--- src/design/cdt_consts.svh ---
// Purpose: Shared constants of the cascadable down timer channels
// Assumes: Included by the package and by every design file
// Notes:   Definitions only
`ifndef CDT_CONSTS_SVH
`define CDT_CONSTS_SVH

// ****************************************
// Widths and default sizes
// ****************************************
`define CDT_CNT_W 16
`define CDT_NCH_DEF 2
`define CDT_DIV_DEF 8

// ****************************************
// Counter values
// ****************************************
`define CDT_CNT_ZERO 16'h0000
`define CDT_CNT_ONE 16'h0001

`endif

--- src/design/cdt_pkg.sv ---
// Purpose: Types of the cascadable down timer channels
// Assumes: cdt_consts.svh holds the numbers
// Notes:   Channel state doubles as its status carrier
`include "cdt_consts.svh"

package cdt_pkg;

    // ****************************************
    // Modes and channel states
    // ****************************************
    typedef enum logic [1:0] {
        CDT_MODE_TIMER = 2'h0,
        CDT_MODE_EVENT = 2'h1,
        CDT_MODE_ONESHOT = 2'h2
    } cdt_mode_type;

    typedef enum logic [3:0] {
        CDT_ST_STOP = 4'h1,
        CDT_ST_COUNT = 4'h2,
        CDT_ST_ARMED = 4'h4,
        CDT_ST_SHOT = 4'h8
    } cdt_state_type;

    // ****************************************
    // Carriers
    // ****************************************
    typedef struct packed {
        logic start;
        cdt_mode_type mode;
        logic evt_ext;
        logic clk_undiv;
        logic pulse_sel;
        logic [`CDT_CNT_W-1:0] reload;
    } cdt_cfg_type;

    typedef struct packed {
        cdt_state_type state;
        logic [`CDT_CNT_W-1:0] count;
        logic uf;
        logic level;
    } cdt_stat_type;

endpackage : cdt_pkg

--- src/design/cdt_timers.sv ---
// Purpose: Ring of cascadable 16-bit down timer channels with pulse pins
// Assumes: Pins and setup inputs are synchronous to clock
// Notes:   Channel i takes channel i-1's underflows; channel 0 takes the last one's
`timescale 1ns/10ps
`default_nettype none
`include "cdt_consts.svh"

module cdt_timers #(
    parameter int NCH = `CDT_NCH_DEF,
    parameter int DIV = `CDT_DIV_DEF
) (
    // System
    input wire logic clock,
    input wire logic reset,
    // Channel setup
    input wire cdt_pkg::cdt_cfg_type [NCH-1:0] cfg,
    // Request handshake
    input wire logic [NCH-1:0] irq_clear,
    input wire logic [NCH-1:0] irq_ack,
    output logic [NCH-1:0] irq_request,
    // Pins
    input wire logic [NCH-1:0] timer_event_input_pin,
    input wire logic [NCH-1:0] pulse_pin_in,
    output logic [NCH-1:0] pulse_pin_out,
    output logic [NCH-1:0] pulse_pin_oe_n,
    output logic [NCH-1:0] port_level,
    // Status
    output cdt_pkg::cdt_stat_type [NCH-1:0] stat
);
    import cdt_pkg::*;

    localparam int DIVW = (DIV > 2) ? $clog2(DIV) : 1;

    // ****************************************
    // Elaboration checks
    // ****************************************
    if (NCH < 2) begin : g_bad_nch
        $error("cdt_timers needs at least two channels");
    end
    if (DIV < 2) begin : g_bad_div
        $error("cdt_timers prescaler must divide by two or more");
    end

    typedef struct packed {
        logic [NCH-1:0] evt_prev;
        logic [NCH-1:0] irq;
        logic [NCH-1:0] pin_out;
        logic [NCH-1:0] pin_oe_n;
        logic [NCH-1:0] port_level;
        logic [DIVW-1:0] div;
        logic tick;
    } cdt_top_state_type;

    cdt_top_state_type q;
    cdt_top_state_type d;
    logic [NCH-1:0] evt_fall;

    // ****************************************
    // Channels
    // ****************************************
    // Event pin idles high so a released pin never looks like a falling edge
    assign evt_fall = q.evt_prev & ~timer_event_input_pin;

    for (genvar i = 0; i < NCH; i++) begin : g_ch
        localparam int UP = (i == 0) ? NCH - 1 : i - 1;
        cdt_channel u_ch (
            .clock(clock),
            .reset(reset),
            .cfg(cfg[i]),
            .prescale_tick(q.tick),
            .ext_fall(evt_fall[i]),
            .upstream_uf(stat[UP].uf),
            .stat(stat[i])
        );
    end

    // ****************************************
    // Prescaler, requests and pins
    // ****************************************
    always_comb begin
        d = q;
        d.evt_prev = timer_event_input_pin;
        d.tick = 1'b0;
        if (q.div == DIVW'(DIV - 1)) begin
            d.div = '0;
            d.tick = 1'b1;
        end else begin
            d.div = q.div + DIVW'(1);
        end
        for (int i = 0; i < NCH; i++) begin
            d.irq[i] = (q.irq[i] & ~(irq_clear[i] | irq_ack[i])) | stat[i].uf;
            d.pin_out[i] = cfg[i].pulse_sel & stat[i].level;
            d.pin_oe_n[i] = ~cfg[i].pulse_sel;
            d.port_level[i] = cfg[i].pulse_sel ? q.port_level[i] : pulse_pin_in[i];
        end
    end

    always_ff @(posedge clock or posedge reset) begin
        if (reset) begin
            q <= '{evt_prev: '1, irq: '0, pin_out: '0, pin_oe_n: '1, port_level: '0, div: '0, tick: 1'b0};
        end else begin
            q <= d;
        end
    end

    assign irq_request = q.irq;
    assign pulse_pin_out = q.pin_out;
    assign pulse_pin_oe_n = q.pin_oe_n;
    assign port_level = q.port_level;

    for (genvar i = 0; i < NCH; i++) begin : g_chk
        localparam int UP = (i == 0) ? NCH - 1 : i - 1;

    end
endmodule : cdt_timers
`default_nettype wire

--- src/design/cdt_channel.sv ---
// Purpose: One 16-bit down counting timer channel
// Assumes: Ticks and triggers are one-cycle pulses on clock
// Notes:   The status output is the channel's own state register
`timescale 1ns/10ps
`default_nettype none
`include "cdt_consts.svh"

module cdt_channel (
    // System
    input wire logic clock,
    input wire logic reset,
    // Setup
    input wire cdt_pkg::cdt_cfg_type cfg,
    // Count sources
    input wire logic prescale_tick,
    input wire logic ext_fall,
    input wire logic upstream_uf,
    // Status
    output cdt_pkg::cdt_stat_type stat
);
    import cdt_pkg::*;

    cdt_stat_type q;
    cdt_stat_type d;
    logic tick;

    // ****************************************
    // Count source
    // ****************************************
    // source select
    assign tick = (cfg.mode == CDT_MODE_EVENT) ? (cfg.evt_ext ? ext_fall : upstream_uf)
                                               : (cfg.clk_undiv | prescale_tick);

    // ****************************************
    // Counter sequence
    // ****************************************
    always_comb begin
        d = q;
        d.uf = 1'b0;
        case (q.state)
            CDT_ST_STOP: begin
                // Stopped counter shows the reload value so the first period is whole
                d.count = cfg.reload;
                d.level = 1'b0;
                if (cfg.start) begin
                    d.state = (cfg.mode == CDT_MODE_ONESHOT) ? CDT_ST_ARMED : CDT_ST_COUNT;
                end
            end
            CDT_ST_COUNT: begin
                if (!cfg.start) begin
                    d.state = CDT_ST_STOP;
                end else if (tick) begin
                    if (q.count == `CDT_CNT_ZERO) begin
                        d.count = cfg.reload;
                        d.uf = 1'b1;
                        d.level = ~q.level;
                    end else begin
                        d.count = q.count - `CDT_CNT_ONE;
                    end
                end
            end
            CDT_ST_ARMED: begin
                if (!cfg.start) begin
                    d.state = CDT_ST_STOP;
                end else if (upstream_uf) begin
                    d.state = CDT_ST_SHOT;
                    d.level = 1'b1;
                end
            end
            CDT_ST_SHOT: begin
                if (!cfg.start) begin
                    d.state = CDT_ST_STOP;
                end else if (tick) begin
                    if (q.count == `CDT_CNT_ZERO || q.count == `CDT_CNT_ONE) begin
                        d.count = cfg.reload;
                        d.uf = 1'b1;
                        d.level = 1'b0;
                        d.state = CDT_ST_ARMED;
                    end else begin
                        d.count = q.count - `CDT_CNT_ONE;
                    end
                end
            end
            default: begin
                d.state = CDT_ST_STOP;
            end
        endcase
    end

    always_ff @(posedge clock or posedge reset) begin
        if (reset) begin
            q <= '{state: CDT_ST_STOP, count: `CDT_CNT_ZERO, uf: 1'b0, level: 1'b0};
        end else begin
            q <= d;
        end
    end

    assign stat = q;

endmodule : cdt_channel
`default_nettype wire

--- config.mk ---
export PLATFORM = sky130hd
export DESIGN_NAME = cdt_timers
export DESIGN_NICKNAME = d
export VERILOG_FILES = /design/src/design/cdt_pkg.sv /design/src/design/cdt_timers.sv /design/src/design/cdt_channel.sv
export VERILOG_INCLUDE_DIRS = /design/src /design/src/design
export SDC_FILE = /design/constraint.sdc
export NUM_CORES = 1
export LEC_CHECK = 0
export CAP_MARGIN = 30
export CORE_UTILIZATION = 50
export CTS_CLUSTER_SIZE = 16
export DETAILED_ROUTE_END_ITERATION = 12
export DONT_BUFFER_PORTS = 1
export GPL_TIMING_DRIVEN = 0
export PLACE_DENSITY = 0.75
export RECOVER_POWER = 25
export SYNTH_ARGS = -nofsm -noshare
export SYNTH_HDL_FRONTEND = slang
export SYNTH_SLANG_ARGS = --single-unit
export TNS_END_PERCENT = 100
--- constraint.sdc ---
create_clock -name clock -period 6 [get_ports clock]
set_input_delay 0.3 -clock clock [delete_from_list [all_inputs] [get_ports clock]]
set_output_delay 0.3 -clock clock [all_outputs]
set_load 0.05 [all_outputs]
* Word level (Yosys, flattened, before mapping)
Index checks and enable logic that the tools add are counted.
** Cells by class
- Mux-type cells :: 48
- Reductions and logical operators :: 14
- Equal/unequal tests :: 41
- Add/sub/neg operators :: 3
- Bitwise logic cells :: 18
** Operator list (number)
- $mux W18 :: 6
- $pmux W16 S3 :: 2
- $mux W16 :: 4
- $mux W4 :: 12
- $mux W22 :: 2
- $eq A16 B1 Y1 const B :: 2
- $logic_not A16 Y1 :: 2
- $pmux W4 S4 :: 2
- $sub A16 B1 Y16 const B :: 2
- $ne A2 B2 Y1 const B :: 11
- $reduce_and A5 Y1 :: 4
- $ne A2 B1 Y1 const B :: 9
- $reduce_and A9 Y1 :: 2
- $ne A3 B2 Y1 const B :: 5
- $mux W1 :: 9
- $mux W3 :: 3
- $eq A4 B1 Y1 const B :: 2
- $eq A4 B2 Y1 const B :: 2
- $eq A4 B3 Y1 const B :: 2
- $eq A4 B4 Y1 const B :: 2
- $mux W2 :: 4
- $pmux W1 S4 :: 2
- $reduce_bool A4 Y1 :: 2
- $not A1 Y1 :: 6
- 12 further kinds :: 25
** Word-level totals
- Register bits after elaboration :: 58
- Output and inout port bits :: 52

* Logic depth before layout (Yosys ltp)
Gate-level depths: netlist (run 1).
- Word-level depth :: 7
- Depth in mapped cells :: 9
- Gate-level depth less buffers :: 8

* Modules after synthesis
A second synthesis (run 1) with hierarchy kept.
** Second synthesis, totals
- Cell total of the unflattened synthesis :: 372
- Area total of the unflattened synthesis :: 3649.8 um2
** Modules (own cells, without submodules)
- cdt_channel at g_ch[1].u_ch :: area each 1569.0 um2, cells an instance 171, sequential area each 551.8 um2, times used 1
- cdt_channel at g_ch[0].u_ch :: area each 1545.2 um2, cells an instance 163, sequential area each 551.8 um2, times used 1
- cdt_timers :: area each 535.5 um2, cells an instance 38, sequential area each 355.3 um2, times used 1

* Worst setup path after synthesis (run 1)
Ideal clock, no wire load.
- Kind :: reg-to-reg
- Start point :: register g_ch[1].u_ch.q, in the netlist g_ch[1].u_ch.stat[3]
- End point :: register g_ch[1].u_ch.q, in the netlist g_ch[1].u_ch.stat[12]
- Setup time :: 0.141 ns
- Stages on the path, launching flop included :: 10
- Arrival :: 2.304 ns
- Buffers on the path :: 2
- Slack :: 3.555 ns
- Data required time :: 5.859 ns
- Path through :: dfrtp_1 > inv_1 > ha_1 > or3b_2 > o21a_1 > o21a_1 > buf_4 > buf_4 > a22oi_1 > nand3_1
** On the way
- Longest elaborated chain between the ends :: 6
- Elaborated cells on any way between the ends :: 11
- Classes of those cells :: add/sub: 1; eq/ne: 1; mux: 7; reduce/logical: 2
** Ends and longest elaborated chain
- start: declaration :: RTL line cdt_channel.sv:23 : cdt_stat_type q;
- start signal: assignment :: RTL line cdt_channel.sv:92 : q <= '{state: CDT_ST_STOP, count: `CDT_CNT_ZERO, uf: 1'b0, level: 1'b0};
- parallel branches: the longest is 5 deep, another holds $sub A16 B1 Y16
- $pmux W16 S3 * :: RTL line cdt_channel.sv:40 : case (q.state)
Every way passes the cells marked *. The select of a mux whose other input is x is not followed.
A chain may end at the register's enable or synchronous reset.

* Worst setup path after layout (run 1)
- Start point :: register g_ch[1].u_ch.q, in the netlist g_ch[1].u_ch.stat[3]
- End point :: register g_ch[1].u_ch.q, in the netlist g_ch[1].u_ch.stat[8]
Same word-level chain as after synthesis.

==> results of run 1 <==
## placed cells by master, fill, tap and decap left out, drive strengths merged, types with 7 or more instances in the layout
cell,n
buf,19
nor3,16
dfrtp,52
a22oi,16
nor4,10
nand2,23
clkbuf,20
a21oi,22
ha,7
nand3,13
nor2,24
nand2b,8
o21ai,33
inv,26
## layer usage
metal	GRT usage [%]	up-vias
li1	-	1456
met1	32.54	1510
met2	37.88	130
met3	6.000	16
met4	10.61	0
met5	0	-
## cells by family after synthesis
| group | share of synthesized area, % |
|---|---|
| AO/OA/AOI/OAI | 23.40 |
| adder cells (fa/ha/maj) | 2.441 |
| buffers and inverters | 7.080 |
| AND/OR/NAND/NOR | 23.75 |
| XOR/XNOR | 1.709 |
| flip-flops | 40.67 |
| multiplexers | 0.9417 |
## how the worst min path moves through the flow
stage          slack [ns]                                 to                     start
3_5_place_dp         0.29         pulse_pin_out[1]$_DFF_PP0_                     reset
4_1_cts              0.02  g_ch[0].u_ch.stat[18]$_DFFE_PP1P_                   cfg[21]
5_1_grt              0.03  g_ch[0].u_ch.stat[18]$_DFFE_PP1P_                   cfg[21]
6_report             0.03  g_ch[0].u_ch.stat[18]$_DFFE_PP1P_                   cfg[21]
2_1_floorplan        0.30                    q[12]$_DFF_PP1_  timer_event_input_pin[0]
3_3_place_gp         0.30                    q[12]$_DFF_PP1_  timer_event_input_pin[0]
## power by group through the flow
stage               Clock [mW]  Combinational (mW)  Sequential, mW
floorplan                    0               0.496            1.00
global placement             0               0.593            1.05
detailed placement           0               0.611            1.05
CTS                      0.319               0.618            1.04
global route             0.336               0.693            1.07
finish                   0.312               0.619            1.05
## layout make-up
type / count / area [um2]
multi-input combinational: 278 / 1874
fill: 624 / 2929
tap: 96 / 120.1
sequential: 58 / 1459
timing repair buffer: 7 / 80.08
inverter: 26 / 97.59
buffer: 22 / 148.9
clock buffer: 16 / 160.2
## flip-flops by register name, summed over array words and instances (netlist names)
signal and flops:
pulse_pin_oe_n 2, q 6, g_ch.u_ch.stat 44, pulse_pin_out 2
port_level 2, irq_request 2
## stage by stage
stage	setup slack, ns	power (mW)	instance area, um2	utilization, %	hold slack [ns]
4_1_cts	3.060	1.981	3948	57.47	0.01766
6_report	3.076	1.977	3940	57.36	0.02778
3_3_place_gp	3.128	1.639	3707	53.97	0.3046
5_1_grt	2.994	2.095	3940	57.36	0.02566
3_5_place_dp	3.101	1.663	3727	54.26	0.2894
2_1_floorplan	3.556	1.500	3587	-	0.3045
## timing repair
action | 4_1_cts | 5_1_grt
gates resized for setup | 0 | 0
hold endpoints to repair | 28 | 0
hold buffers | 6 | 0
## critical path: cells and delay by family, from the launching register on
kind	cells	cell delay [ns]
compound gates	4	1.22
flops	1	0.58
simple gates	1	0.51
fa+ha+maj	1	0.32
buf+inv	1	0.17
==> run summary, run 1 <==
Max-cap violations -> 0
Wire per inst -> 17.69 um
Initial Util -> 52.22%
Power share of the sequential group -> 52.9%
Antenna cells -> 0
Worst Skew -> 0.01622 ns
HP Class -> in -> reg
Crit path launch -> g_ch[1].u_ch.stat[3]$_DFFE_PP0P_
Reg-to-Reg Start -> g_ch[1].u_ch.stat[3]$_DFFE_PP0P_
Final Setup Violations -> 0
Met3 Routed Length -> 647 um
Synth Register Bits -> 58
Slew Limit Fails -> 0
Mapped Cells -> 384
Final antenna-violating net count -> 0
P_leak -> 1.648 nW
Unrepaired setup endpoints after global routing -> no
Internal power -> 0.9154 mW
Slew @ Worst Pin -> 1.089 ns
EDFF count, synth -> 0
Global-route wire length before repair -> 14200 um
Vias in the first global route -> 2934
Drt via density -> 6.187
Hold depth -> 1
Post-synth ARST share -> 100.0%
Clk_lat worst skew -> 0.34 ns
CTS root buf -> clkbuf_8
GRT Util Overall -> 24.43%
Required time of the critical path -> 6.22 ns
Port bufs -> 0
Largest net degree at the start of global routing -> 33
CP endpoint kind -> flip-flop
Logic pwr share -> 31.3%
Startpoint class of the critical path -> flip-flop
Antenna violations before repair -> 0
Tcrit/Tclk final -> 48.73%
GPL Wtd Cong -> 0.9146
# DRC -> 0
Share of layout cells above drive strength 1 -> 14.74%
Maximum level of the CTS H-tree -> 3
Final net count -> 463
Peak VDD IR -> 0.0002970 V
HPWL after DPL -> 6369 um
Final wirelength -> 8899 um
Clk buf depth -> 2
Largest stage delay, worst path -> 0.58 ns
Yosys top cell area share -> 36.27%
Outcome -> finished clean
Vias -> 3112
Post-Syn Area -> 3587 um2
TritonCTS clock tree -> built
Synth cell count leaders -> dfrtp_1 (52), o21ai_0 (31), inv_1 (26)
CP max-delay cell -> dfrtp_1
Reg-to-reg endpoint -> g_ch[1].u_ch.stat[8]$_DFFE_PP0P_
Yosys Warn Count -> 0
Switching pwr -> 1.062 mW
Post-synth top area cell -> dfrtp_1
Grt ovf -> 0
Synth Net Count -> 445
Top Layer Used -> met4
PD cells -> 501.8 nW/um2
Switching part of the total -> 53.70%
Avg Cell Area, Syn -> 9.342 um2
Synth area leaders -> dfrtp_1 (36%), dfstp_2 (4.4%), o21ai_0 (4.3%)
DR WL met2 -> 4101 um
Synth unique cells -> 69
Post-Layout Cell Count -> 503
Core area -> 6869 um2
Peak Freq -> 342.0 MHz
DIE WIDTH -> 86.70 um
Clk pin slew, worst setup/hold paths -> 0.07 ns
Ports -> 106
Final Hold Violating Endpoints -> 0
Setup_tns -> 0 ns
Flop-to-flop setup slack -> 3.08 ns
Post-CTS setup buffer count -> 0
Critical Path End -> g_ch[1].u_ch.stat[8]$_DFFE_PP0P_
Crit path DAT -> 3.14 ns
Clk sink count -> 58
Cts bufs inserted -> 9
Iter 0 DRT Violations -> 145
Most frequent cell after synthesis -> dfrtp_1
Slew HR -> 27.29%
Die H -> 86.70 um
Clock power frac -> 15.8%
R2R depth -> 7
Worst Setup Path Type -> reg -> reg
Die area -> 7517 um2
Seq/Total Area, Yosys -> 40.67%
DRT Pass-1 Iters -> 4
Area growth syn-to-layout -> 9.836%
Row Count -> 30
Final min period -> 2.924 ns
Placed cell count -> 481
Most common flop cell mapped by yosys -> dfrtp_1
Worst Path Max Fanout -> 7
Critical-path cell list -> inv_1, ha_1, or3b_2, o21a_1, o21ai_0, a21oi_1, a221o_1
Wl on met1 -> 3970 um
Power figures use the tool's default switching activity.
==> inputs of run 2 (changes only) <==
--- a/config.mk
+++ b/config.mk
@@ -12,7 +12,7 @@
 export DETAILED_ROUTE_END_ITERATION = 12
 export DONT_BUFFER_PORTS = 1
 export GPL_TIMING_DRIVEN = 0
-export PLACE_DENSITY = 0.75
+export PLACE_DENSITY = 0.78
 export RECOVER_POWER = 25
 export SYNTH_ARGS = -nofsm -noshare
 export SYNTH_HDL_FRONTEND = slang
==> constraint.sdc (replaced) <==
create_clock -name clock -period 2.64 [get_ports clock]
set_input_delay 0.132 -clock clock [delete_from_list [all_inputs] [get_ports clock]]
set_output_delay 0.132 -clock clock [all_outputs]
set_load 0.05 [all_outputs]
==> run 2 against run 1 <==
Compared with the run above: combinational power rose by 150%; routed wire length rose by 10%; sequential cell count did not move; core utilization rose by 7.7 points; critical endpoint is now g_ch[1].u_ch.stat[14]$_DFFE_PP0P_; largest power group unchanged.
==> run summary, run 2 (same netlist as run 1, synthesis figures left out) <==
Layout filler cell count -> 556 (-11%)
Final antenna-violating net count -> 0 (unchanged)
Min setup slack post-route -> 0.07660 ns (-3.000 ns)
Clk buf depth -> 2 (unchanged)
Crit path DAT -> 2.78 ns (-0.36 ns)
Vias in the first global route -> 3383 (+15%)
Ports -> 106 (unchanged)
CP max-delay cell -> dfrtp_1
Slew Limit Fails -> 0 (unchanged)
HPWL after DPL -> 6415 um (+0.72%)
Antenna cells -> 0 (unchanged)
P_leak -> 1.865 nW (+13%)
Peak Freq -> 390.1 MHz (+14%)
Clk_lat worst skew -> 0.34 ns (about the same)
Min-delay src -> irq_ack[0]
Maximum level of the CTS H-tree -> 3 (unchanged)
Wire per inst -> 18.08 um (+2.2%)
CTS root buf -> clkbuf_8
Placement Cell Area -> 3727 um2 (unchanged)
Max-cap violations -> 0 (unchanged)
PD cells -> 1104 nW/um2 (+120%)
Initial Util -> 52.22% (unchanged)
Final Cell Area -> 4468 um2 (+13%)
Largest net degree at the start of global routing -> 32 (-3.0%)
GRT Util Overall -> 27.11% (+2.7 points)
Port bufs -> 0 (unchanged)
Reg-to-reg endpoint -> g_ch[1].u_ch.stat[14]$_DFFE_PP0P_
Hold depth -> 2 (+1)
Antenna violations before repair -> 0 (unchanged)
Final min period -> 2.563 ns (-0.3603 ns)
Post-Place Worst Slack -> -0.2328 ns (-3.334 ns)
CP endpoint kind -> flip-flop
Worst Skew -> 0.01295 ns (-0.003270 ns)
Share of layout cells above drive strength 1 -> 19.69% (+4.9 points)
Worst Hold End -> irq_request[0]$_DFF_PP0_
Final hold slack -> 0.01722 ns (-0.01056 ns)
DR WL met2 -> 4642 um (+13%)
Critical-path cell list -> nor3_1, and4_1, a31oi_1, o21a_1, buf_4, buf_4, a22oi_1, o21ai_0
Startpoint class of the critical path -> flip-flop
Largest register FFs -> 44 (unchanged)
Peak VDD IR -> 0.0008383 V (+180%)
Total power -> 4.935 mW (+150%)
Core area -> 6869 um2 (unchanged)
Wl on met1 -> 4069 um (+2.5%)
Area growth syn-to-layout -> 24.56%
DIE WIDTH -> 86.70 um (unchanged)
Met3 Routed Length -> 869 um (+34%)
Slew HR -> 25.39% (-1.9 points)
Grt ovf -> 0 (unchanged)
R2R depth -> 8 (+1)
Row Count -> 30 (unchanged)
Die area -> 7517 um2 (unchanged)
Largest stage delay, worst path -> 0.61 ns (+0.03 ns)
Global-route wire length before repair -> 15800 um (+11%)
Reg-to-Reg Start -> g_ch[1].u_ch.stat[14]$_DFFE_PP0P_
Commonest cells after routing, fill and taps aside -> dlygate4sd3_1 (43), dfrtp_1 (42), o21ai_0 (30)
GPL Wtd Cong -> 0.8766 (-4.2%)
Final Setup Violations -> 0 (unchanged)
Worst Path Max Fanout -> 10 (+3)
Outcome -> finished clean
DRT Pass-1 Iters -> 5 (+1)
Final Hold Violating Endpoints -> 0 (unchanged)
Slew @ Worst Pin -> 1.118 ns (+0.02839 ns)
Vias -> 3409 (+9.5%)
Clk pin slew, worst setup/hold paths -> 0.07 ns (about the same)
Cts bufs inserted -> 9 (unchanged)
Final net count -> 503 (+8.6%)
Worst Setup Path Type -> reg -> reg
TritonCTS clock tree -> built
Flop-to-flop setup slack -> 0.08 ns (-3.00 ns)
# DRC -> 0 (unchanged)
Tcrit/Tclk final -> 97.10% (+48 points)
Clk sink count -> 58 (unchanged)
CP dominant cell by count -> buf_4
Drt via density -> 6.278 (+1.5%)
Most common cell after layout, fill and taps aside -> dlygate4sd3_1
Die H -> 86.70 um (unchanged)
Required time of the critical path -> 2.86 ns (-3.36 ns)
Top Layer Used -> met4
Final wirelength -> 9820 um (+10%)
HP Class -> in -> reg
Iter 0 DRT Violations -> 251 (+73%)
[run 2: report_power, final]
group          switching (mW)  leakage (nW)  internal [mW]
registers                1.27         0.705           1.14
logic                   0.884          1.04          0.658
clock network           0.372         0.119          0.607
total                    2.53          1.87           2.41
[run 2: worst max-delay path, delay by kind of cell, from the launching register on]
| family | cells | cell delay [ns] |
|---|---|---|
| simple gates | 2 | 0.81 |
| flops | 1 | 0.61 |
| compound gates | 4 | 0.67 |
| buf+inv | 2 | 0.34 |
[run 2: worst max path at each step]
stage / start / cells after the start / to
finish: g_ch[1].u_ch.stat[14]$_DFFE_PP0P_ / 8 / g_ch[1].u_ch.stat[14]$_DFFE_PP0P_
global route: g_ch[0].u_ch.stat[9]$_DFFE_PP0P_ / 7 / g_ch[0].u_ch.stat[5]$_DFFE_PP0P_
CTS: g_ch[1].u_ch.stat[18]$_DFFE_PP1P_ / 7 / g_ch[1].u_ch.stat[8]$_DFFE_PP0P_
detailed placement: g_ch[1].u_ch.stat[3]$_DFFE_PP0P_ / 7 / g_ch[1].u_ch.stat[8]$_DFFE_PP0P_
global placement: g_ch[1].u_ch.stat[3]$_DFFE_PP0P_ / 7 / g_ch[1].u_ch.stat[8]$_DFFE_PP0P_
floorplan: g_ch[1].u_ch.stat[3]$_DFFE_PP0P_ / 9 / g_ch[1].u_ch.stat[12]$_DFFE_PP0P_
[run 2: timing repair]
item	CTS	global route
setup endpoints to repair	23	26
hold buffers	43	0
hold endpoints to repair	70	0
setup buffers	2	1
resized for setup	5	14
pin swaps	1	1
[run 2: final cells by class]
cell class              instances  area [um2]  share of cell area (%)
multi-input cells             278        1912                   42.79
flip-flops and latches         58        1471                   32.93
repair buffers                 47       473.0                   10.59
clock buffers                  12       165.2                   3.696
plain buffers                  22       156.4                   3.500
well taps                      96       120.1                   2.688
inverters                      26       97.59                   2.184
clock inverters                 4       72.57                   1.624
[run 2: layer usage]
| metal | GRT usage (%) | vias up |
|---|---|---|
| li1 | - | 1534 |
| met1 | 35.04 | 1630 |
| met2 | 42.64 | 216 |
| met3 | 7.238 | 29 |
| met4 | 12.27 | 0 |
| met5 | 0 | - |
[run 2: through the flow]
| stage | cells | utilization, % | TNS [ns] |
|---|---|---|---|
| 4_1_cts | 542 | 64.32 | 0 |
| 2_1_floorplan | 384 | - | 0 |
| 3_3_place_gp | 480 | 53.97 | -1.117 |
| 5_1_grt | 543 | 65.05 | -0.01177 |
| 3_5_place_dp | 481 | 54.26 | -1.714 |
| 6_report | 543 | 65.05 | 0 |
==> inputs of run 3 (changes only) <==
--- a/config.mk
+++ b/config.mk
@@ -6,13 +6,12 @@
 export SDC_FILE = /design/constraint.sdc
 export NUM_CORES = 1
 export LEC_CHECK = 0
-export CAP_MARGIN = 30
-export CORE_UTILIZATION = 50
+export CORE_UTILIZATION = 65
 export CTS_CLUSTER_SIZE = 16
 export DETAILED_ROUTE_END_ITERATION = 12
 export DONT_BUFFER_PORTS = 1
 export GPL_TIMING_DRIVEN = 0
-export PLACE_DENSITY = 0.78
+export PLACE_DENSITY = 0.91
 export RECOVER_POWER = 25
 export SYNTH_ARGS = -nofsm -noshare
 export SYNTH_HDL_FRONTEND = slang
==> constraint.sdc (replaced) <==
create_clock -name clock -period 3.15 [get_ports clock]
set_input_delay 0.1575 -clock clock [delete_from_list [all_inputs] [get_ports clock]]
set_output_delay 0.1575 -clock clock [all_outputs]
set_load 0.05 [all_outputs]
==> run 3 against run 2 <==
Compared with the run above: clock power is 40% lower; sequential cell count stayed put; core utilization is 16 points higher; critical path depth stayed put; non-clock buffer count is 10 lower; first-iteration DRC count is 55% higher; largest cell class unchanged.
==> run summary, run 3 (same netlist as run 1, synthesis figures left out) <==
Outcome -> finished clean
Reg-to-reg endpoint -> g_ch[0].u_ch.stat[5]$_DFFE_PP0P_
Startpoint class of the critical path -> flip-flop
PD cells -> 910.7 nW/um2 (-18%)
Slew Limit Fails -> 0 (unchanged)
Core area -> 5205 um2 (-24%)
Slew @ Worst Pin -> 1.063 ns (-0.05475 ns)
Wire per inst -> 18.94 um (+4.7%)
Largest net degree at the start of global routing -> 44 (+38%)
Largest register FFs -> 44 (unchanged)
Die area -> 5820 um2 (-23%)
Total power -> 3.825 mW (-22%)
GRT Util Overall -> 34.15% (+7.0 points)
Ports -> 106 (unchanged)
Clk buf depth -> 2 (unchanged)
Flop-to-flop setup slack -> 0.27 ns (+0.19 ns)
HP Class -> in -> reg
Final Hold Violating Endpoints -> 0 (unchanged)
CP max-delay cell -> dfrtp_1
Cts bufs inserted -> 9 (unchanged)
Antenna violations before repair -> 0 (unchanged)
Row Count -> 26 (-13%)
Commonest cells after routing, fill and taps aside -> dfrtp_1 (52), dlygate4sd3_1 (36), o21ai_0 (31)
Slew HR -> 29.12% (+3.7 points)
Setup_tns -> 0 ns (unchanged)
HPWL after DPL -> 6405 um (-0.16%)
Final net count -> 493 (-2.0%)
Die H -> 76.29 um (-12%)
CP endpoint kind -> flip-flop
Fin util -> 80.70% (+16 points)
Clk sink count -> 58 (unchanged)
Max-cap violations -> 0 (unchanged)
GRT busiest layer -> met2
Peak Freq -> 346.9 MHz (-11%)
DRT Pass-1 Iters -> 6 (+1)
Crit path DAT -> 3.08 ns (+0.30 ns)
Final antenna-violating net count -> 0 (unchanged)
Grt ovf -> 0 (unchanged)
Final wirelength -> 9604 um (-2.2%)
Clk pin slew, worst setup/hold paths -> 0.07 ns (about the same)
Worst Setup Path Type -> reg -> reg
Worst Path Max Fanout -> 10 (unchanged)
Grt met1 use -> 42.80% (+7.8 points)
Global Route met3 Usage -> 7.425% (+0.19 points)
Worst Hold End -> g_ch[1].u_ch.stat[10]$_DFFE_PP0P_
Final Setup Violations -> 0 (unchanged)
Final min period -> 2.883 ns (+0.3194 ns)
Most common cell after layout, fill and taps aside -> dfrtp_1
Post-CTS sizing -> 0 (-5)
R2R depth -> 8 (unchanged)
Port bufs -> 0 (unchanged)
Drt via density -> 6.671 (+6.3%)
Clk_lat worst skew -> 0.33 ns (about the same)
Critical-path cell list -> ha_1, nor4b_1, nand4_1, a21boi_1, nor2_1, buf_2, a22oi_1, nand2_1
Antenna cells -> 0 (unchanged)
Maximum level of the CTS H-tree -> 3 (unchanged)
Unrepaired setup endpoints after global routing -> no
Met2 usage -> 54.86% (+12 points)
Tcrit/Tclk final -> 91.52% (-5.6 points)
DIE WIDTH -> 76.29 um (-12%)
CTS root buf -> clkbuf_8
Largest stage delay, worst path -> 0.77 ns (+0.16 ns)
TritonCTS clock tree -> built
Peak VDD IR -> 0.0007075 V (-16%)
P_leak -> 1.778 nW (-4.6%)
Min-delay src -> cfg[30]
Global-route wire length before repair -> 15750 um (-0.31%)
Reg-to-Reg Start -> g_ch[0].u_ch.stat[2]$_DFFE_PP0P_
Share of layout cells above drive strength 1 -> 14.19% (-5.5 points)
Iter 0 DRT Violations -> 390 (+55%)
Area growth syn-to-layout -> 17.09%
Initial Util -> 68.92% (+17 points)
Hold depth -> 2 (unchanged)
Vias -> 3382 (-0.79%)
# DRC -> 0 (unchanged)
GPL Wtd Cong -> 0.9186 (+4.8%)
Vias in the first global route -> 3324 (-1.7%)
Worst Skew -> 0.01370 ns (+0.0007519 ns)
Required time of the critical path -> 3.35 ns (+0.49 ns)
-- run 3: worst max-delay path by stage --
stage	from	end	cells past startpoint
2_1_floorplan	g_ch[1].u_ch.stat[3]$_DFFE_PP0P_	g_ch[1].u_ch.stat[12]$_DFFE_PP0P_	9
3_3_place_gp	g_ch[1].u_ch.stat[3]$_DFFE_PP0P_	g_ch[1].u_ch.stat[8]$_DFFE_PP0P_	7
3_5_place_dp	g_ch[1].u_ch.stat[3]$_DFFE_PP0P_	g_ch[1].u_ch.stat[8]$_DFFE_PP0P_	7
4_1_cts	g_ch[1].u_ch.stat[3]$_DFFE_PP0P_	g_ch[1].u_ch.stat[8]$_DFFE_PP0P_	7
5_1_grt	g_ch[0].u_ch.stat[2]$_DFFE_PP0P_	g_ch[0].u_ch.stat[15]$_DFFE_PP0P_	8
6_report	g_ch[0].u_ch.stat[2]$_DFFE_PP0P_	g_ch[0].u_ch.stat[5]$_DFFE_PP0P_	8
-- run 3: area by class of cell --
cell class                      count  area, um2
Fill cell                         347       1005
Sequential cell                    58       1459
Clock buffer                       16      160.2
Tap cell                           70      87.58
Buffer                             22      156.4
Multi-Input combinational cell    278       1874
Inverter                           26      97.59
Timing Repair Buffer               37      365.4
-- run 3: critical path: cells and delay by family, from the launching register on --
family          cells  cell delay (ns)
fa+ha+maj           1             0.28
buf+inv             1             0.24
flops               1             0.77
simple gates        4             0.68
compound gates      2             0.77
-- run 3: per-stage QoR --
| stage | setup WS (ns) | hold WS, ns | cells | instance area, um2 |
|---|---|---|---|---|
| 3_3_place_gp | 0.3683 | 0.1621 | 454 | 3675 |
| 6_report | 0.2672 | 0.01122 | 507 | 4200 |
| 4_1_cts | 0.2955 | 0.002427 | 507 | 4215 |
| 3_5_place_dp | 0.3275 | 0.03986 | 455 | 3695 |
| 2_1_floorplan | 0.7055 | 0.1620 | 384 | 3587 |
| 5_1_grt | 0.06141 | 0.004323 | 507 | 4200 |
-- run 3: layer usage --
layer,routed length [um],up-vias
met1,3731,1571
met2,4540,247
met5,0,-
met4,354,0
li1,-,1519
met3,977,45
-- run 3: power by group --
group	total (mW)	switching, mW	internal [mW]
Combinational	1.24	0.728	0.514
Clock	0.585	0.276	0.310
Sequential	2.00	1.05	0.946
Total	3.83	2.05	1.77
-- run 3: timing repair --
item | 4_1_cts | 5_1_grt
hold buffers | 36 | 0
buffers inserted | 0 | 0
hold endpoints to repair | 58 | 0
